===== config.mk =====
export PLATFORM = sky130hd
export DESIGN_NAME = async_serial_port_8n1
export DESIGN_NICKNAME = d
export VERILOG_FILES = /design/src/uart_pkg.sv /design/src/bit_rate_gen.sv /design/src/async_serial_port_8n1.sv
export SDC_FILE = /design/constraint.sdc
export NUM_CORES = 1
export LEC_CHECK = 0
export BUFFER_PORTS_ARGS = -buffer_cell sky130_fd_sc_hd__buf_2
export CORE_UTILIZATION = 44
export CTS_CLUSTER_DIAMETER = 40
export CTS_CLUSTER_SIZE = 12
export DETAILED_ROUTE_END_ITERATION = 12
export GPL_TIMING_DRIVEN = 0
export SLEW_MARGIN = 10
export SYNTH_ARGS = -nofsm -noshare
export SYNTH_HDL_FRONTEND = slang
export SYNTH_SLANG_ARGS = --single-unit

===== constraint.sdc =====
create_clock -name clk_i -period 7.3 [get_ports clk_i]
set_input_delay 0.365 -clock clk_i [delete_from_list [all_inputs] [get_ports clk_i]]
set_output_delay 0.365 -clock clk_i [all_outputs]
set_load 0.005 [all_outputs]

===== src/uart_pkg.sv =====
package uart_pkg;

    // ------------------------------------------------------------
    // Bus geometry
    // ------------------------------------------------------------
    localparam int ADR_W = 22;              // Byte address width
    localparam int IDX_W = ADR_W - 2;       // Word index width

    // ------------------------------------------------------------
    // Register indices (byte address is four times the index)
    // ------------------------------------------------------------
    localparam logic [IDX_W-1:0] IDX_GATE_BANK = 20'h8721B;
    localparam logic [IDX_W-1:0] IDX_PRIORITY = 20'h87382;
    localparam logic [IDX_W-1:0] IDX_FORMAT = 20'h88250;
    localparam logic [IDX_W-1:0] IDX_DIVISOR = 20'h88251;
    localparam logic [IDX_W-1:0] IDX_CONTROL = 20'h88252;
    localparam logic [IDX_W-1:0] IDX_TX_BYTE = 20'h88253;
    localparam logic [IDX_W-1:0] IDX_FLAGS = 20'h88254;
    localparam logic [IDX_W-1:0] IDX_RX_BYTE = 20'h88255;
    localparam logic [IDX_W-1:0] IDX_CARD_MODE = 20'h88256;

    // ------------------------------------------------------------
    // Field positions
    // ------------------------------------------------------------
    localparam int CTL_TX_DONE_IE = 2;
    localparam int CTL_RX_ON = 4;
    localparam int CTL_TX_ON = 5;
    localparam int CTL_RX_IE = 6;
    localparam int CTL_TX_IE = 7;
    localparam int FLG_TX_DONE = 2;
    localparam int FLG_FRAMING = 4;
    localparam int FLG_OVERRUN = 5;
    localparam int FLG_RX_FULL = 6;
    localparam int FLG_TX_EMPTY = 7;
    localparam int GATE_RX_FULL = 7;

    // ------------------------------------------------------------
    // Writable bit masks and reset values
    // ------------------------------------------------------------
    localparam logic [7:0] CTL_MASK = 8'hF7;
    localparam logic [7:0] FMT_MASK = 8'hEF;
    localparam logic [7:0] CARD_MASK = 8'h09;
    localparam logic [7:0] PRIO_MASK = 8'h0F;
    localparam logic [7:0] REG_RST = 8'h00;
    localparam logic [7:0] DIVISOR_RST = 8'hFF;
    localparam logic [1:0] CLK_SRC_INTERNAL = 2'h0;

    // ------------------------------------------------------------
    // Bit timing
    // ------------------------------------------------------------
    localparam int OVERSAMPLE = 16;         // Ticks per bit
    localparam logic [3:0] TICK_LAST = 4'hF;
    localparam logic [3:0] TICK_MID = 4'h7;
    localparam logic [2:0] BIT_LAST = 3'h7;

    // ------------------------------------------------------------
    // Register select codes and machine states
    // ------------------------------------------------------------
    typedef enum logic [3:0] {
        SEL_NONE = 4'h0, SEL_GATE = 4'h1, SEL_PRIO = 4'h2,
        SEL_FMT = 4'h3, SEL_DIV = 4'h4, SEL_CTL = 4'h5,
        SEL_TXB = 4'h6, SEL_FLG = 4'h7, SEL_RXB = 4'h8,
        SEL_CARD = 4'h9
    } reg_sel_t;

    typedef enum logic [1:0] {
        FR_IDLE = 2'h0, FR_START = 2'h1, FR_DATA = 2'h2, FR_STOP = 2'h3
    } frame_st_t;

endpackage : uart_pkg


===== src/bit_rate_gen.sv =====
`timescale 1ns/1ps
`default_nettype none
module bit_rate_gen
    import uart_pkg::*;
(
    input wire logic clk_i,
    input wire logic rst_i,
    input wire logic run_i,
    input wire logic [7:0] divisor_i,
    input wire logic [1:0] prescale_i,
    output logic tick_o
);

    typedef struct packed {
        logic [15:0] cnt;
        logic tick;
    } gen_st_t;

    gen_st_t cur_r;
    gen_st_t cur_nxt;
    logic [15:0] period;

    // ------------------------------------------------------------
    // Tick every 2*(N+1)*4^n clocks; 16 ticks make one bit
    // ------------------------------------------------------------
    assign period = (16'(divisor_i) + 16'h0001) << {prescale_i, 1'b1};

    always_comb
    begin
        cur_nxt = cur_r;
        cur_nxt.tick = 1'b0;
        if (!run_i)
        begin
            cur_nxt.cnt = 16'h0000; // Restart phase on every enable
        end
        else if (cur_r.cnt >= period - 16'h0001)
        begin
            cur_nxt.cnt = 16'h0000;
            cur_nxt.tick = 1'b1;
        end
        else
        begin
            cur_nxt.cnt = cur_r.cnt + 16'h0001;
        end
    end

    always_ff @(posedge clk_i)
    begin
        if (rst_i)
            cur_r <= '0;
        else
            cur_r <= cur_nxt;
    end

    assign tick_o = cur_r.tick;

endmodule : bit_rate_gen
`default_nettype wire


===== src/async_serial_port_8n1.sv =====
`timescale 1ns/1ps
`default_nettype none
module async_serial_port_8n1
    import uart_pkg::*;
(
    input wire logic clk_i,
    input wire logic rst_i,
    input wire logic cyc_i,
    input wire logic stb_i,
    input wire logic we_i,
    input wire logic [ADR_W-1:2] adr_i,
    input wire logic [3:0] sel_i,
    input wire logic [31:0] dat_i,
    output logic [31:0] dat_o,
    output logic ack_o,
    input wire logic rxd_i,
    output logic txd_o,
    output logic tx_empty_irq_o,
    output logic tx_done_irq_o,
    output logic rx_full_irq_o,
    output logic rx_error_irq_o
);

    // ------------------------------------------------------------
    // State
    // ------------------------------------------------------------
    typedef struct packed {
        logic [7:0] ctl;
        logic [7:0] fmt;
        logic [7:0] div;
        logic [7:0] tx_byte;
        logic [7:0] rx_byte;
        logic [7:0] card;
        logic [7:0] gate;
        logic [7:0] prio;
        logic tx_empty;
        logic rx_full;
        logic framing_err_flag;
        logic overrun_flag;
        frame_st_t tx_st;
        logic [3:0] tx_tk;
        logic [2:0] tx_bit;
        logic [7:0] tx_sh;
        logic txd;
        frame_st_t rx_st;
        logic [3:0] rx_tk;
        logic [2:0] rx_bit;
        logic [7:0] rx_sh;
        logic rx_s1;
        logic rx_s2;
        logic rx_prev;
        logic ack;
        logic [31:0] dat;
    } port_st_t;

    port_st_t cur_r;
    port_st_t cur_nxt;
    logic tick;
    logic tx_on;
    logic rx_on;
    logic locked;
    logic tx_done;
    logic level_on;
    logic req;
    reg_sel_t rsel;

    // ------------------------------------------------------------
    // Register decode, shared by read and write paths
    // ------------------------------------------------------------
    function automatic reg_sel_t decode(input logic [IDX_W-1:0] idx);
        reg_sel_t s;
        s = SEL_NONE;
        unique case (idx)
            IDX_GATE_BANK: s = SEL_GATE;
            IDX_PRIORITY: s = SEL_PRIO;
            IDX_FORMAT: s = SEL_FMT;
            IDX_DIVISOR: s = SEL_DIV;
            IDX_CONTROL: s = SEL_CTL;
            IDX_TX_BYTE: s = SEL_TXB;
            IDX_FLAGS: s = SEL_FLG;
            IDX_RX_BYTE: s = SEL_RXB;
            IDX_CARD_MODE: s = SEL_CARD;
            default: s = SEL_NONE;
        endcase
        return s;
    endfunction : decode

    // ------------------------------------------------------------
    // Derived levels
    // ------------------------------------------------------------
    assign tx_on = cur_r.ctl[CTL_TX_ON];
    assign rx_on = cur_r.ctl[CTL_RX_ON];
    assign locked = tx_on | rx_on;
    assign tx_done = (cur_r.tx_st == FR_IDLE) & cur_r.tx_empty;
    assign level_on = (cur_r.prio[3:0] != 4'h0);
    assign req = cyc_i & stb_i;
    assign rsel = decode(adr_i);

    // Only the internal source exists; other clock sources stall
    // the generator rather than guessing at an external pin.
    bit_rate_gen u_gen (
        .clk_i(clk_i),
        .rst_i(rst_i),
        .run_i(locked & (cur_r.ctl[1:0] == CLK_SRC_INTERNAL)),
        .divisor_i(cur_r.div),
        .prescale_i(cur_r.fmt[1:0]),
        .tick_o(tick)
    );

    // ------------------------------------------------------------
    // Next-state logic
    // ------------------------------------------------------------
    always_comb
    begin
        cur_nxt = cur_r;

        // Input synchroniser, then edge history
        cur_nxt.rx_s1 = rxd_i;
        cur_nxt.rx_s2 = cur_r.rx_s1;
        cur_nxt.rx_prev = cur_r.rx_s2;

        // Bus: answer one cycle after the request, for one cycle
        cur_nxt.ack = req & ~cur_r.ack;
        if (req && !cur_r.ack)
        begin
            cur_nxt.dat = 32'h0000_0000;
            unique case (rsel)
                SEL_GATE: cur_nxt.dat[7:0] = cur_r.gate;
                SEL_PRIO: cur_nxt.dat[7:0] = cur_r.prio;
                SEL_FMT: cur_nxt.dat[7:0] = cur_r.fmt;
                SEL_DIV: cur_nxt.dat[7:0] = cur_r.div;
                SEL_CTL: cur_nxt.dat[7:0] = cur_r.ctl;
                SEL_TXB: cur_nxt.dat[7:0] = cur_r.tx_byte;
                SEL_FLG:
                begin
                    cur_nxt.dat[FLG_TX_EMPTY] = cur_r.tx_empty;
                    cur_nxt.dat[FLG_RX_FULL] = cur_r.rx_full;
                    cur_nxt.dat[FLG_OVERRUN] = cur_r.overrun_flag;
                    cur_nxt.dat[FLG_FRAMING] = cur_r.framing_err_flag;
                    cur_nxt.dat[FLG_TX_DONE] = tx_done;
                end
                SEL_RXB: cur_nxt.dat[7:0] = cur_r.rx_byte;
                SEL_CARD: cur_nxt.dat[7:0] = cur_r.card;
                SEL_NONE: cur_nxt.dat = 32'h0000_0000;
            endcase
        end

        // Writes and read side effects land on the acknowledged edge
        if (req && cur_r.ack && we_i && sel_i[0])
        begin
            unique case (rsel)
                SEL_GATE: cur_nxt.gate = dat_i[7:0];
                SEL_PRIO: cur_nxt.prio = dat_i[7:0] & PRIO_MASK;
                SEL_FMT:
                begin
                    // Format fields frozen while the link runs
                    if (!locked)
                        cur_nxt.fmt = dat_i[7:0] & FMT_MASK;
                end
                SEL_DIV:
                begin
                    if (!locked)
                        cur_nxt.div = dat_i[7:0];
                end
                SEL_CTL:
                begin
                    if (!locked)
                    begin
                        cur_nxt.ctl = dat_i[7:0] & CTL_MASK;
                    end
                    else
                    begin
                        // TX/RX enables may only drop; source stays put
                        cur_nxt.ctl[7:6] = dat_i[7:6];
                        cur_nxt.ctl[5:4] = cur_r.ctl[5:4]
                            & dat_i[5:4];
                        cur_nxt.ctl[CTL_TX_DONE_IE] =
                            dat_i[CTL_TX_DONE_IE];
                        cur_nxt.ctl[1:0] = cur_r.ctl[1:0];
                    end
                end
                SEL_TXB:
                begin
                    cur_nxt.tx_byte = dat_i[7:0];
                    cur_nxt.tx_empty = 1'b0;
                end
                SEL_FLG:
                begin
                    // Writing 1 leaves a flag as it stands
                    if (!dat_i[FLG_FRAMING])
                        cur_nxt.framing_err_flag = 1'b0;
                    if (!dat_i[FLG_OVERRUN])
                        cur_nxt.overrun_flag = 1'b0;
                end
                SEL_RXB: cur_nxt.rx_byte = dat_i[7:0];
                SEL_CARD:
                begin
                    if (!locked)
                        cur_nxt.card = dat_i[7:0] & CARD_MASK;
                end
                SEL_NONE: cur_nxt.gate = cur_r.gate;
            endcase
        end
        if (req && cur_r.ack && !we_i && rsel == SEL_RXB)
            cur_nxt.rx_full = 1'b0; // Read releases the buffer

        // Transmitter: fixed 8N1, LSB first, 16 ticks per bit
        // Multiprocessor, parity, length, order fields are held
        // but only their zero settings are acted on.
        unique case (cur_r.tx_st)
            FR_IDLE:
            begin
                cur_nxt.txd = 1'b1;
                if (tx_on && !cur_r.tx_empty && tick)
                begin
                    cur_nxt.tx_sh = cur_r.tx_byte;
                    cur_nxt.tx_empty = 1'b1;
                    cur_nxt.tx_tk = 4'h0;
                    cur_nxt.txd = 1'b0;
                    cur_nxt.tx_st = FR_START;
                end
            end
            FR_START:
            begin
                if (tick)
                begin
                    cur_nxt.tx_tk = cur_r.tx_tk + 4'h1;
                    if (cur_r.tx_tk == TICK_LAST)
                    begin
                        cur_nxt.txd = cur_r.tx_sh[0];
                        cur_nxt.tx_sh = {1'b0, cur_r.tx_sh[7:1]};
                        cur_nxt.tx_bit = 3'h0;
                        cur_nxt.tx_st = FR_DATA;
                    end
                end
            end
            FR_DATA:
            begin
                if (tick)
                begin
                    cur_nxt.tx_tk = cur_r.tx_tk + 4'h1;
                    if (cur_r.tx_tk == TICK_LAST)
                    begin
                        if (cur_r.tx_bit == BIT_LAST)
                        begin
                            cur_nxt.txd = 1'b1;
                            cur_nxt.tx_st = FR_STOP;
                        end
                        else
                        begin
                            cur_nxt.txd = cur_r.tx_sh[0];
                            cur_nxt.tx_sh = {1'b0, cur_r.tx_sh[7:1]};
                            cur_nxt.tx_bit = cur_r.tx_bit + 3'h1;
                        end
                    end
                end
            end
            FR_STOP:
            begin
                if (tick)
                begin
                    cur_nxt.tx_tk = cur_r.tx_tk + 4'h1;
                    if (cur_r.tx_tk == TICK_LAST)
                        cur_nxt.tx_st = FR_IDLE;
                end
            end
        endcase
        if (!tx_on)
        begin
            // Dropping the enable aborts and idles the line
            cur_nxt.tx_st = FR_IDLE;
            cur_nxt.txd = 1'b1;
        end

        // Receiver: falling edge starts, mid-bit sampling
        unique case (cur_r.rx_st)
            FR_IDLE:
            begin
                if (cur_r.rx_prev && !cur_r.rx_s2)
                begin
                    cur_nxt.rx_tk = 4'h0;
                    cur_nxt.rx_st = FR_START;
                end
            end
            FR_START:
            begin
                if (tick)
                begin
                    cur_nxt.rx_tk = cur_r.rx_tk + 4'h1;
                    if (cur_r.rx_tk == TICK_MID)
                    begin
                        // A glitch shorter than half a bit is dropped
                        cur_nxt.rx_tk = 4'h0;
                        cur_nxt.rx_bit = 3'h0;
                        cur_nxt.rx_st = cur_r.rx_s2 ? FR_IDLE : FR_DATA;
                    end
                end
            end
            FR_DATA:
            begin
                if (tick)
                begin
                    cur_nxt.rx_tk = cur_r.rx_tk + 4'h1;
                    if (cur_r.rx_tk == TICK_LAST)
                    begin
                        cur_nxt.rx_sh = {cur_r.rx_s2,
                            cur_r.rx_sh[7:1]};
                        cur_nxt.rx_bit = cur_r.rx_bit + 3'h1;
                        if (cur_r.rx_bit == BIT_LAST)
                            cur_nxt.rx_st = FR_STOP;
                    end
                end
            end
            FR_STOP:
            begin
                if (tick)
                begin
                    cur_nxt.rx_tk = cur_r.rx_tk + 4'h1;
                    if (cur_r.rx_tk == TICK_LAST)
                    begin
                        cur_nxt.rx_st = FR_IDLE;
                        // Flag sets come after bus clears: set wins
                        if (!cur_r.rx_s2)
                            cur_nxt.framing_err_flag = 1'b1;
                        else if (cur_r.rx_full)
                            cur_nxt.overrun_flag = 1'b1;
                        else
                        begin
                            cur_nxt.rx_byte = cur_r.rx_sh;
                            cur_nxt.rx_full = 1'b1;
                        end
                    end
                end
            end
        endcase
        if (!rx_on)
            cur_nxt.rx_st = FR_IDLE;
    end

    // ------------------------------------------------------------
    // State register
    // ------------------------------------------------------------
    always_ff @(posedge clk_i)
    begin
        if (rst_i)
        begin
            cur_r <= '0;
            cur_r.div <= DIVISOR_RST;
            cur_r.ctl <= REG_RST;
            cur_r.tx_empty <= 1'b1;
            cur_r.txd <= 1'b1;
            cur_r.rx_s1 <= 1'b1;
            cur_r.rx_s2 <= 1'b1;
            cur_r.rx_prev <= 1'b1;
        end
        else
        begin
            cur_r <= cur_nxt;
        end
    end

    // ------------------------------------------------------------
    // Outputs and request levels
    // ------------------------------------------------------------
    assign dat_o = cur_r.dat;
    assign ack_o = cur_r.ack;
    assign txd_o = cur_r.txd;
    assign tx_empty_irq_o = level_on & tx_on & cur_r.tx_empty
        & cur_r.ctl[CTL_TX_IE];
    assign tx_done_irq_o = level_on & tx_on & tx_done
        & cur_r.ctl[CTL_TX_DONE_IE];
    assign rx_full_irq_o = level_on & cur_r.rx_full
        & cur_r.gate[GATE_RX_FULL] & cur_r.ctl[CTL_RX_IE];
    assign rx_error_irq_o = level_on & (cur_r.framing_err_flag | cur_r.overrun_flag)
        & cur_r.ctl[CTL_RX_IE];

endmodule : async_serial_port_8n1
`default_nettype wire


Yosys cells after proc, flatten, opt, wreduce, memory -nomap -nowiden
Cells that the tools add are included. W data, S select, Z words.

Register bits: 120. Bits of input ports: 62. Output and inout bits: 38. Logic and storage cells: 212.

$add $sub $neg: 7. Magnitude comparators: 1. Eq/ne operators: 46. Shift-type cells: 1. Multiplexer cells: 62. Bitwise gates (word level): 22. Reductions and logical operators: 44.

Operators with widths (number): $eq A20 B20 Y1 const B (9); $mux W8 (7); $pmux W6 S4 (2); $mux W18 (2); $pmux W4 S9 (1); $mux W33 (1); $pmux W4 S8 (1); $mux W9 (3); $pmux W9 S3 (1); $mux W12 (2); $mux W6 (4); $mux W11 (2); $mux W2 (11); $eq A4 B3 Y1 const B (5); $ne A2 B2 Y1 const B (10); $mux W17 (1); $add A16 B1 Y16 const B (1); $eq A4 B4 Y1 const B (4); $ge A16 B16 Y1 (1); $pmux W2 S8 (1); $reduce_and A8 Y1 (2); $shl A9 B3 Y16 (1); $sub A16 B1 Y16 const B (1); $reduce_and A3 Y1 (5); other kinds (33) (105).

Longest topological paths before layout
Gate-level depths: netlist of the first run.

Depth in word-level cells: 10. Mapped depth: 19. Depth with buffers taken out: 15.

By module
A second synthesis of the first run with hierarchy kept.

Cells, all modules: 849. Area, all modules: 7108.1 um^2.

Modules (own cells, without submodules): async_serial_port_8n1 (times used 1, cells each 609, area an instance 5221.3 um^2, seq. area each 2062.0 um^2); bit_rate_gen (times used 1, cells each 240, area an instance 1886.8 um^2, seq. area each 340.3 um^2).

Worst setup path after synthesis of the first run
No wires, ideal clock.

Path type: register to register. Start point: register cur_r[116] (netlist name). End point: register u_gen.cur_r[10] (netlist name). Library setup time: 0.065 ns. Data arrival time: 3.777 ns. Required time: 7.235 ns. Slack: 3.458 ns. Stages on the path, launching flop included: 18. Path buffers: 2. Clock period less this slack: 3.842 ns. Path through: dfxtp_1 -> ha_1 -> and3_1 -> a32oi_1 -> o21a_1 -> or3_4 -> a2111oi_4 -> xnor2_1 -> ha_1 -> a21o_1 -> a21o_1 -> a221oi_1 -> o31a_1 -> o21ai_0 -> or2_2 -> clkbuf_1 -> clkbuf_1 -> nor2_1.

Cells in the longest elaborated chain, start to end: 5.

Ends and longest elaborated chain: start: declaration (RTL line async_serial_port_8n1.sv:56) `port_st_t cur_r;`; start signal: assignment (RTL line async_serial_port_8n1.sv:358) `cur_r <= cur_nxt;`; $add A8 B1 Y9 (RTL line bit_rate_gen.sv:26) `assign period = (16'(divisor_i) + 16'h0001) << {prescale_i, 1'b1};`; $shl A9 B3 Y16 (RTL line bit_rate_gen.sv:26); $sub A16 B1 Y16 (RTL line bit_rate_gen.sv:36) `else if (cur_r.cnt >= period - 16'h0001)`; $ge A16 B16 Y1 (RTL line bit_rate_gen.sv:36); $reduce_or A3 Y1 (no line); end signal: assignment (RTL line bit_rate_gen.sv:52) `cur_r <= cur_nxt;`; end: declaration (RTL line bit_rate_gen.sv:19) `gen_st_t cur_r;`.

No other way between the ends. A chain may end at the register's enable or synchronous reset.

Worst setup path in the final report of the first run
Start point: register cur_r[116] (netlist name). End point: register u_gen.cur_r[8] (netlist name).

The elaborated chain is that of the path after synthesis.

==> flow_metrics.tcl, run 1 <==
set metrics [dict create \
    ys_async_sr_fraction_pct 0 \
    path_max_fanout 10 \
    r2r-start "cur_r[116]" \
    fin_crit_ns 4.672 \
    post_cts_resized 0 \
    cts_root_buf "clkbuf_16" \
    cts_sinks 120 \
    placed_area_um2 7636 \
    maxSlewViolCount 0 \
    die_x_um 128.7 \
    vias 6543 \
    cp_slowest_stage_delay_ns 0.51 \
    yosysSeqAreaShare_pct 34.02 \
    r2r_cells 17 \
    initial_core_util_pct 45.77 \
    cts_max_level 4 \
    vias_per_cell 5.517 \
    grt-ovfl-total 0 \
    p_leak_uw 0.003360 \
    fin_setup_tns_ns 0 \
    worstSetupPathType "flop to flop" \
    path_cells "ha_1 -> and3_1 -> a32oi_1 -> o21a_1 -> or3_4 -> a2111oi_4 -> nand2_1 -> xnor2_1 -> ha_1 -> and4_1 -> nand2_1 -> o31a_1 -> o21ai_0 -> or2_2 -> clkbuf_1 -> clkbuf_1 -> nor2_1" \
    grt_pass1_vias 5852 \
    firstDrtPassIters 5 \
    whs_ns 0.1266 \
    area_growth_pct 16.91 \
    rsz0062_at_grt "false" \
    design_area_um2 8254 \
    stdcell_count 1186 \
    max_cap_viol_count 0 \
    timing.rr.end "u_gen.cur_r[8]" \
    grt.total_usage_pct 23.75 \
    grt_max_degree 17 \
    slew_headroom_pct 29.16 \
    post-route-drc-count 0 \
    synthCells 876 \
    worstSetupStartpointType "flop" \
    drive_above_1_share_pct 15.18 \
    cp-startpoint "cur_r[116]" \
    final_antenna_net_count 0 \
    finalSetupViolations 0 \
    fin_crit_sh_pct 63.99 \
    core_area_um2 15430 \
    cp.arrival_ns 4.96 \
    routed_wl_um 19220 \
    nets 1055 \
    tightest_slew_ns 1.054 \
    final_core_util_pct 53.50 \
    grt_pass1_wl_um 30440 \
    finalHoldViolCount 0 \
    worstSkewPairLatency_ns 0.42 \
    n_antenna_cell 0 \
    synth_cell_types 65 \
    ir_worst_vdd_mv 0.1826 \
    synth-edff-count 0 \
    rrSetupSlack_ns 2.63 \
    synthFlopType "dfxtp_1" \
    clk_pin_slew_ns 0.06 \
    cp-endpoint "u_gen.cur_r[8]" \
    crit_path_end_kind "flop" \
    fin_skew_ns 0.01109 \
    dp_cells 1155 \
    syn_area_per_cell_um2 8.060 \
    rows 45 \
    critPathSlowestCell "a2111oi_4" \
    io_pins 100 \
    cts_tree "yes" \
    post_cts_buffers 0 \
    cts_buffer_depth 2 \
    fp.dieH_um 128.7 \
    yosys_register_bits 120 \
    syn_area_um2 7061 \
    io_buffers 45 \
    dieArea_um2 16560 \
    worstPathRequired_ns 7.59 \
    cts_buffers 17 \
    wl_per_cell_um 16.20 \
    hp-class "input port to flop" \
    antenna_found_initial 0 \
    postCtsHoldBufs 0 \
    gp_congestion 0.9053 \
    max_freq_mhz 214.1 \
    yosysWarnings 0 \
    dp_hpwl_um 14160 \
    fillers 1543 \
    powerDensity_nw_per_um2 195.9 \
    drtIter0Drc 524 \
    status "finished, final reports clean" \
]
[cells in the mapped netlist, types with 18 or more instances]
library cell / number / share of area (%)
a211oi_1: 22 / 2.3
inv_1: 18 / 0.96
buf_4: 33 / 3.5
mux2i_1: 36 / 5.1
o21ai_0: 20 / 1.4
a21oi_1: 66 / 4.7
nor3_1: 21 / 1.5
xor2_1: 19 / 2.4
ha_1: 30 / 5.3
dfxtp_1: 120 / 34
nand3_1: 37 / 2.6
nand2_1: 100 / 5.3
clkbuf_1: 31 / 1.6
nor2_1: 114 / 6.1
[stage by stage]
step / total power, uW / worst slack (ns)
finish: 1617 / 2.628
global route: 1665 / 2.235
CTS: 1630 / 2.607
detailed placement: 749.5 / 2.622
global placement: 749.9 / 2.614
floorplan: 717.3 / 3.458
[power by group]
part           total (uW)  switching [uW]  internal [uW]
Sequential            661            2.29            659
Clock                 880             306            575
Combinational        75.8            45.4           30.4
[registers in the layout, indices dropped and copies added (netlist names)]
register,flops
u_gen.cur_r,16
txd_o,1
cur_nxt,2
dat_o,8
cur_r,91
u_gen.tick_o,1
ack_o,1
[routing by layer]
metal | global-route usage, % | share of wire (%) | wire (um) | up-vias
li1 | - | - | - | 3260
met1 | 32.25 | 47 | 8954 | 3090
met3 | 3.784 | 5.1 | 984 | 26
met4 | 7.751 | 1.4 | 274 | 0
met5 | 0 | 0 | 0 | -
met2 | 38.41 | 47 | 9006 | 167
[worst min path at each step]
stage | startpoint | end | cells past startpoint | slack, ns
after floorplan | cur_nxt[34] | cur_nxt[33] | 1 | 0.39
after global placement | cur_nxt[34] | cur_nxt[33] | 1 | 0.39
after detailed placement | cur_nxt[34] | cur_nxt[33] | 1 | 0.39
after CTS | rxd_i | cur_nxt[34] | 2 | 0.12
after global routing | rxd_i | cur_nxt[34] | 2 | 0.12
final | rxd_i | cur_nxt[34] | 2 | 0.13
[cell usage in the layout, fill, tap and decap left out, types with 5 or more instances in the layout]
master,count
dfxtp_1,120
nor2_1,114
nand2_1,100
a21oi_1,66
buf_2,55
nand3_1,37
mux2i_1,36
buf_4,33
clkbuf_1,31
ha_1,30
conb_1,24
a211oi_1,22
nor3_1,21
o21ai_0,20
xor2_1,19
inv_1,18
clkbuf_16,17
nand4_1,14
nand3b_1,14
a22oi_1,14
and3_1,10
xnor2_1,10
nand2b_1,8
a21o_1,8
or3_1,7
and2_1,6
mux2_2,6
nor2b_1,6
or2_2,6
nor3b_1,5
a211o_1,5
a311oi_1,5
o21a_1,5
nor4_1,5
or4_1,5
a221oi_1,5
[cell type report]
| class | count | area [um2] | share of cell area (%) |
|---|---|---|---|
| plain buffers | 77 | 440.4 | 5.336 |
| clock buffers | 18 | 439.2 | 5.321 |
| clock inverters | 13 | 178.9 | 2.168 |
| inverters | 18 | 67.56 | 0.8186 |
| multi-input cells | 684 | 4237 | 51.33 |
| flip-flops and latches | 120 | 2402 | 29.10 |
| well taps | 211 | 264.0 | 3.198 |
| repair buffers | 45 | 225.2 | 2.729 |
[worst max-delay path, delay by kind of cell (launching register included)]
| kind | cells | cell delay, ns |
|---|---|---|
| adder cells (fa/ha/maj) | 2 | 0.65 |
| XOR/XNOR | 1 | 0.16 |
| AO/OA/AOI/OAI | 5 | 1.37 |
| flip-flops | 1 | 0.46 |
| AND/OR/NAND/NOR | 7 | 1.24 |
| buffers and inverters | 2 | 0.69 |
[cell families after synthesis]
kind of cell,Yosys count,share of synthesized area (%)
AOI/OAI and AO/OA,182,17.37
xor gates and xnor gates,29,3.597
adders and majority gates,30,5.316
buffers and inverters,95,7.195
DFF,120,34.02
muxes,42,6.061
other,1,0.05311
and+or+nand+nor,377,26.39
Note: power is estimated with default switching activity, not from simulation.
==> inputs of run 2 (changes only) <==
==> constraint.sdc (replaced) <==
create_clock -name clk_i -period 4.5 [get_ports clk_i]
set_input_delay 0.225 -clock clk_i [delete_from_list [all_inputs] [get_ports clk_i]]
set_output_delay 0.225 -clock clk_i [all_outputs]
set_load 0.005 [all_outputs]
==> run 2 against run 1 <==
Via count up 0.41%. Hold slack better by 0.021 ns. Maximum frequency up 15%. Largest cell class unchanged. Non-clock buffer count unchanged.
==> flow_metrics.tcl, run 2 (synthesized netlist as in run 1, its figures left out) <==
set metrics [dict create \
    n_antenna_cell 0 \
    hp-class "input port to flop" \
    slew_headroom_pct 30.40 \
    fin_crit_ns 4.076 \
    p_leak_uw 0.003375 \
    final_core_util_pct 53.72 \
    initial_core_util_pct 45.77 \
    area_growth_pct 17.38 \
    nets 1055 \
    wl_per_cell_um 16.18 \
    path_cells "clkbuf_4 -> and3_1 -> xor2_1 -> o31ai_2 -> nand2_1 -> a2111oi_4 -> xnor2_1 -> ha_1 -> a21o_1 -> a21o_1 -> a221oi_1 -> o31a_1 -> o21ai_0 -> or2_4 -> clkbuf_2 -> nor2_1" \
    antenna_found_initial 0 \
    intPower_uw 2051 \
    io_buffers 45 \
    powerDensity_nw_per_um2 316.8 \
    power_frac_comb_pct 4.7 \
    largest_reg_flops 91 \
    fin_crit_sh_pct 90.57 \
    grt_max_degree 17 \
    switchingPower_uw 575.2 \
    vias 6570 \
    tightest_slew_ns 1.036 \
    ir_worst_vdd_mv 0.2965 \
    critical-path-top-delay-family "compound AO/OA/AOI/OAI gates" \
    cts_buffers 17 \
    drive_above_1_share_pct 15.59 \
    multi_input_area_um2 4257 \
    crit_path_end_kind "flop" \
    final_common_cell "dfxtp_1" \
    grt-ovfl-total 0 \
    grt_pass1_vias 5855 \
    core_area_um2 15430 \
    finalSetupViolations 0 \
    path_max_fanout 10 \
    worstSkewPairLatency_ns 0.42 \
    cp.arrival_ns 4.43 \
    rsz0062_at_grt "false" \
    p_clk_share_pct 54.5 \
    fillers 1537 \
    layout_common_cells "120 x dfxtp_1, 114 x nor2_1, 100 x nand2_1, 66 x a21oi_1, 54 x buf_2" \
    p_seq_share_pct 40.8 \
    fin_setup_tns_ns 0 \
    die_x_um 128.7 \
    finalPower_uw 2626 \
    worstSetupPathType "flop to flop" \
    max_cap_viol_count 0 \
    worstPathRequired_ns 4.85 \
    dp_cells 1155 \
    cts_max_level 4 \
    max_freq_mhz 245.4 \
    cts_tree "yes" \
    max_flop_register "cur_r" \
    maxSlewViolCount 0 \
    status "finished, final reports clean" \
    post-route-drc-count 0 \
    critPathSlowestCell "a2111oi_4" \
    switching_share_pct 21.90 \
    stdcell_count 1186 \
    worstSetupStartpointType "flop" \
    crit_path_frequent_cell "a21o_1" \
    cp_num_buf_inv 2 \
    io_pins 100 \
    whs_ns 0.1475 \
    fp.dieH_um 128.7 \
    cts_sinks 120 \
    firstDrtPassIters 5 \
    dp_hpwl_um 14160 \
    cts_root_buf "clkbuf_16" \
    cp_slowest_stage_delay_ns 0.47 \
    fin_skew_ns 0.01040 \
    seq_area_um2 2402 \
    routed_wl_um 19190 \
    rows 45 \
    drtIter0Drc 516 \
    clk_pin_slew_ns 0.06 \
    vias_per_cell 5.540 \
    dieArea_um2 16560 \
    final_antenna_net_count 0 \
    grt.total_usage_pct 23.76 \
    grt_pass1_wl_um 30440 \
    cts_buffer_depth 2 \
    finalHoldViolCount 0 \
    gp_congestion 0.9053 \
]
run 2: changes by cell type in the layout (fill, tap and decap cells not counted), sizes merged:
cell         change
clkbuf           -1
dlygate4sd3      +1
run 2: final cells by class:
cell class              instances  share of cell area, %
inverters                      18                 0.8152
clock buffers                  18                  5.299
multi-input cells             684                  51.36
flip-flops and latches        120                  28.99
clock inverters                13                  2.159
plain buffers                  75                  5.269
well taps                     211                  3.185
repair buffers                 47                  2.929
run 2: worst register-to-register path, stage by stage, from the launching register on:
cell and delay, ns:
dfxtp_1 0.37, clkbuf_4 0.22, and3_1 0.25, xor2_1 0.15
o31ai_2 0.37, nand2_1 0.15, a2111oi_4 0.47, xnor2_1 0.14
ha_1 0.30, a21o_1 0.17, a21o_1 0.17, a221oi_1 0.28
o31a_1 0.19, o21ai_0 0.14, or2_4 0.31, clkbuf_2 0.20
nor2_1 0.12
run 2: through the flow:
step           setup slack [ns]  instance area, um2
3_5_place_dp            -0.1782                7636
5_1_grt                 0.09434                8288
4_1_cts                 0.09909                8262
2_1_floorplan            0.6583                7147
6_report                 0.4243                8288
3_3_place_gp            -0.1858                7636
run 2: timing repair:
item	4_1_cts	5_1_grt
setup endpoints to repair	10	10
hold buffers	1	0
resized for setup	1	5
cloned	0	0
buffers inserted	0	1
pin swaps	0	2
hold endpoints to repair	1	0
run 2: power groups by stage:
stage / combinational, uW / clock (uW) / sequential [uW]
2_1_floorplan: 70.2 / 0 / 1090
3_3_place_gp: 122 / 0 / 1090
3_5_place_dp: 121 / 0 / 1090
4_1_cts: 122 / 1450 / 1070
5_1_grt: 134 / 1500 / 1070
6_report: 123 / 1430 / 1070
run 2: routing by layer:
layer  routed length (um)  GRT usage [%]
met5                    0              0
met4                  284          7.751
met3                 1030          3.784
met1                 8900          32.23
met2                 8975          38.47
run 2: path summary, 6_finish.rpt:
| path | cells past startpoint | end | slack, ns | from |
|---|---|---|---|---|
| setup / recovery | 16 | u_gen.cur_r[8] | 0.42 | cur_r[115] |
| hold / removal | 3 | cur_r[113] | 0.15 | dat_i[6] |
| setup reg to reg | 16 | u_gen.cur_r[8] | 0.42 | cur_r[115] |
| hold reg to reg | 1 | cur_nxt[33] | 0.41 | cur_nxt[34] |
==> inputs of run 3 (changes only) <==
--- a/config.mk
+++ b/config.mk
@@ -11,6 +11,7 @@
 export CTS_CLUSTER_SIZE = 12
 export DETAILED_ROUTE_END_ITERATION = 12
 export GPL_TIMING_DRIVEN = 0
+export PLACE_DENSITY = 0.66
 export SLEW_MARGIN = 10
 export SYNTH_ARGS = -nofsm -noshare
 export SYNTH_HDL_FRONTEND = slang
==> constraint.sdc (replaced) <==
create_clock -name clk_i -period 3.7 [get_ports clk_i]
set_input_delay 0.185 -clock clk_i [delete_from_list [all_inputs] [get_ports clk_i]]
set_output_delay 0.185 -clock clk_i [all_outputs]
set_load 0.005 [all_outputs]
==> run 3 against run 2 <==
Via count grew 0.84%. Clock power grew 20%. First-iteration DRC count grew 25%. Power grew 20%. Critical path depth is the same. Die area is the same. Utilization grew 2.7 points. Sequential share of layout area shrank 1.3 points. Hold slack lost 0.048 ns. Cell area grew 5.0%. Routed wire length grew 2.8%. Flip-flop and latch count is the same. Largest cell class unchanged.
==> flow_metrics.tcl, run 3 (synthesized netlist as in run 1, its figures left out) <==
set metrics [dict create \
    status "finished, final reports clean" \
    nets 1075 \
    die_x_um 128.7 \
    firstDrtPassIters 8 \
    clk_pin_slew_ns 0.06 \
    post-route-drc-count 0 \
    vias_per_cell 5.489 \
    layout_setup_ws_ns 0.06761 \
    place_ws_ns -0.6015 \
    wl_per_cell_um 16.34 \
    largest_reg_flops 91 \
    grt_pass1_wl_um 30330 \
    worstSetupStartpointType "flop" \
    layout_common_cells "116 x dfxtp_1, 103 x nor2_1, 98 x nand2_1, 65 x a21oi_1, 53 x buf_4" \
    worstSkewPairLatency_ns 0.42 \
    fin_setup_tns_ns 0 \
    initial_core_util_pct 45.77 \
    core_area_um2 15430 \
    crit_path_end_kind "flop" \
    grt.total_usage_pct 23.75 \
    drtIter0Drc 643 \
    stdcell_count 1207 \
    crit_path_frequent_cell "a21o_1" \
    fin_skew_ns 0.007298 \
    area_growth_pct 23.30 \
    max_freq_mhz 275.3 \
    grt_pass1_vias 5922 \
    final_core_util_pct 56.43 \
    grt_max_degree 17 \
    finalPower_uw 3162 \
    cts_root_buf "clkbuf_16" \
    fin_crit_ns 3.632 \
    p_leak_uw 0.003518 \
    grt-ovfl-total 0 \
    critPathSlowestCell "a2111oi_4" \
    dp_cells 1155 \
    max_flop_register "cur_r" \
    io_pins 100 \
    max_cap_viol_count 0 \
    hp-class "input port to flop" \
    cts_buffers 17 \
    cts_tree "yes" \
    maxSlewViolCount 0 \
    ir_worst_vdd_mv 0.3392 \
    finalHoldViolCount 0 \
    critical-path-top-delay-family "compound AO/OA/AOI/OAI gates" \
    gp_congestion 0.8849 \
    fillers 1437 \
    cp_slowest_stage_delay_ns 0.38 \
    cts_buffer_depth 2 \
    slew_headroom_pct 26.95 \
    finalSetupViolations 0 \
    dieArea_um2 16560 \
    rows 45 \
    dp_hpwl_um 13810 \
    vias 6625 \
    cp.arrival_ns 3.99 \
    io_buffers 45 \
    drive_above_1_share_pct 21.08 \
    tightest_slew_ns 1.087 \
    final_antenna_net_count 0 \
    routed_wl_um 19720 \
    cp_num_buf_inv 2 \
    rsz0062_at_grt "true" \
    path_max_fanout 6 \
    cts_sinks 120 \
    powerDensity_nw_per_um2 363.2 \
    worstSetupPathType "flop to flop" \
    path_cells "buf_6 -> and4_4 -> a311oi_4 -> nor3_4 -> or3_4 -> a2111oi_4 -> xnor2_1 -> ha_1 -> a21o_1 -> a21o_1 -> a221oi_2 -> o31a_1 -> o21ai_2 -> or2_4 -> buf_8 -> nor2_2" \
    cts_max_level 4 \
    n_antenna_cell 0 \
    fp.dieH_um 128.7 \
    final_common_cell "dfxtp_1" \
    antenna_found_initial 0 \
    worstPathRequired_ns 4.06 \
    fin_crit_sh_pct 98.17 \
]
run 3: cell count changes in the layout (fill, tap and decap cells not counted), moves of 3 or more:
cell,change
clkinv_4,+3
buf_2,-3
nor2_2,+4
dfxtp_1,-4
dfxtp_2,+3
buf_6,+3
clkinv_2,-3
nor2_4,+7
buf_4,+19
nor2_1,-11
run 3: path summary, 6_finish.rpt:
| path | start | endpoint | slack [ns] | cells past startpoint |
|---|---|---|---|---|
| setup / recovery | cur_r[117] | u_gen.cur_r[8] | 0.07 | 16 |
| setup reg to reg | cur_r[117] | u_gen.cur_r[8] | 0.07 | 16 |
| hold / removal | dat_i[7] | cur_r[114] | 0.1 | 3 |
| hold reg to reg | cur_nxt[34] | cur_nxt[33] | 0.41 | 1 |
run 3: area by class of cell:
| type | instances | area [um2] | share of cell area (%) |
|---|---|---|---|
| multi-input cells | 684 | 4489 | 51.57 |
| flip-flops and latches | 120 | 2410 | 27.68 |
| plain buffers | 75 | 465.4 | 5.346 |
| clock buffers | 18 | 429.2 | 4.930 |
| repair buffers | 67 | 404.1 | 4.642 |
| well taps | 211 | 264.0 | 3.032 |
| clock inverters | 14 | 176.4 | 2.026 |
| inverters | 18 | 67.56 | 0.7761 |
run 3: metrics by stage:
step,cell area (um2),hold slack (ns)
after floorplan,7168,0.2888
after global placement,7657,0.3688
after detailed placement,7657,0.3776
after CTS,8499,0.08346
after global routing,8706,0.1118
final,8706,0.09968
run 3: repair_timing:
item | in CTS | in global routing
resized for setup | 31 | 39
pin swaps | 11 | 17
setup buffers | 13 | 7
hold buffers | 1 | 0
gates cloned | 1 | 0
setup endpoints to repair | 16 | 16
hold endpoints to repair | 1 | 0
run 3: metal layers:
metal / part of all wire, % / track usage, %
met5: 0 / 0
met1: 45 / 31.03
met4: 1.4 / 6.228
met2: 48 / 38.79
met3: 6.0 / 6.195
run 3: report_power, final:
part	switching (uW)	total, uW	internal (uW)	leakage [uW]
Sequential	4.44	1300	1300	0.000967
Clock	645	1710	1060	0.000279
Combinational	91.7	152	60.8	0.00227
run 3: worst register-to-register path, cell delays in order, from the launching register on:
cell       delay [ns]
dfxtp_1          0.30
buf_6            0.12
and4_4           0.20
a311oi_4         0.31
nor3_4           0.09
or3_4            0.34
a2111oi_4        0.38
xnor2_1          0.14
ha_1             0.32
a21o_1           0.17
a21o_1           0.18
a221oi_2         0.23
o31a_1           0.19
o21ai_2          0.07
or2_4            0.27
buf_8            0.15
nor2_2           0.09
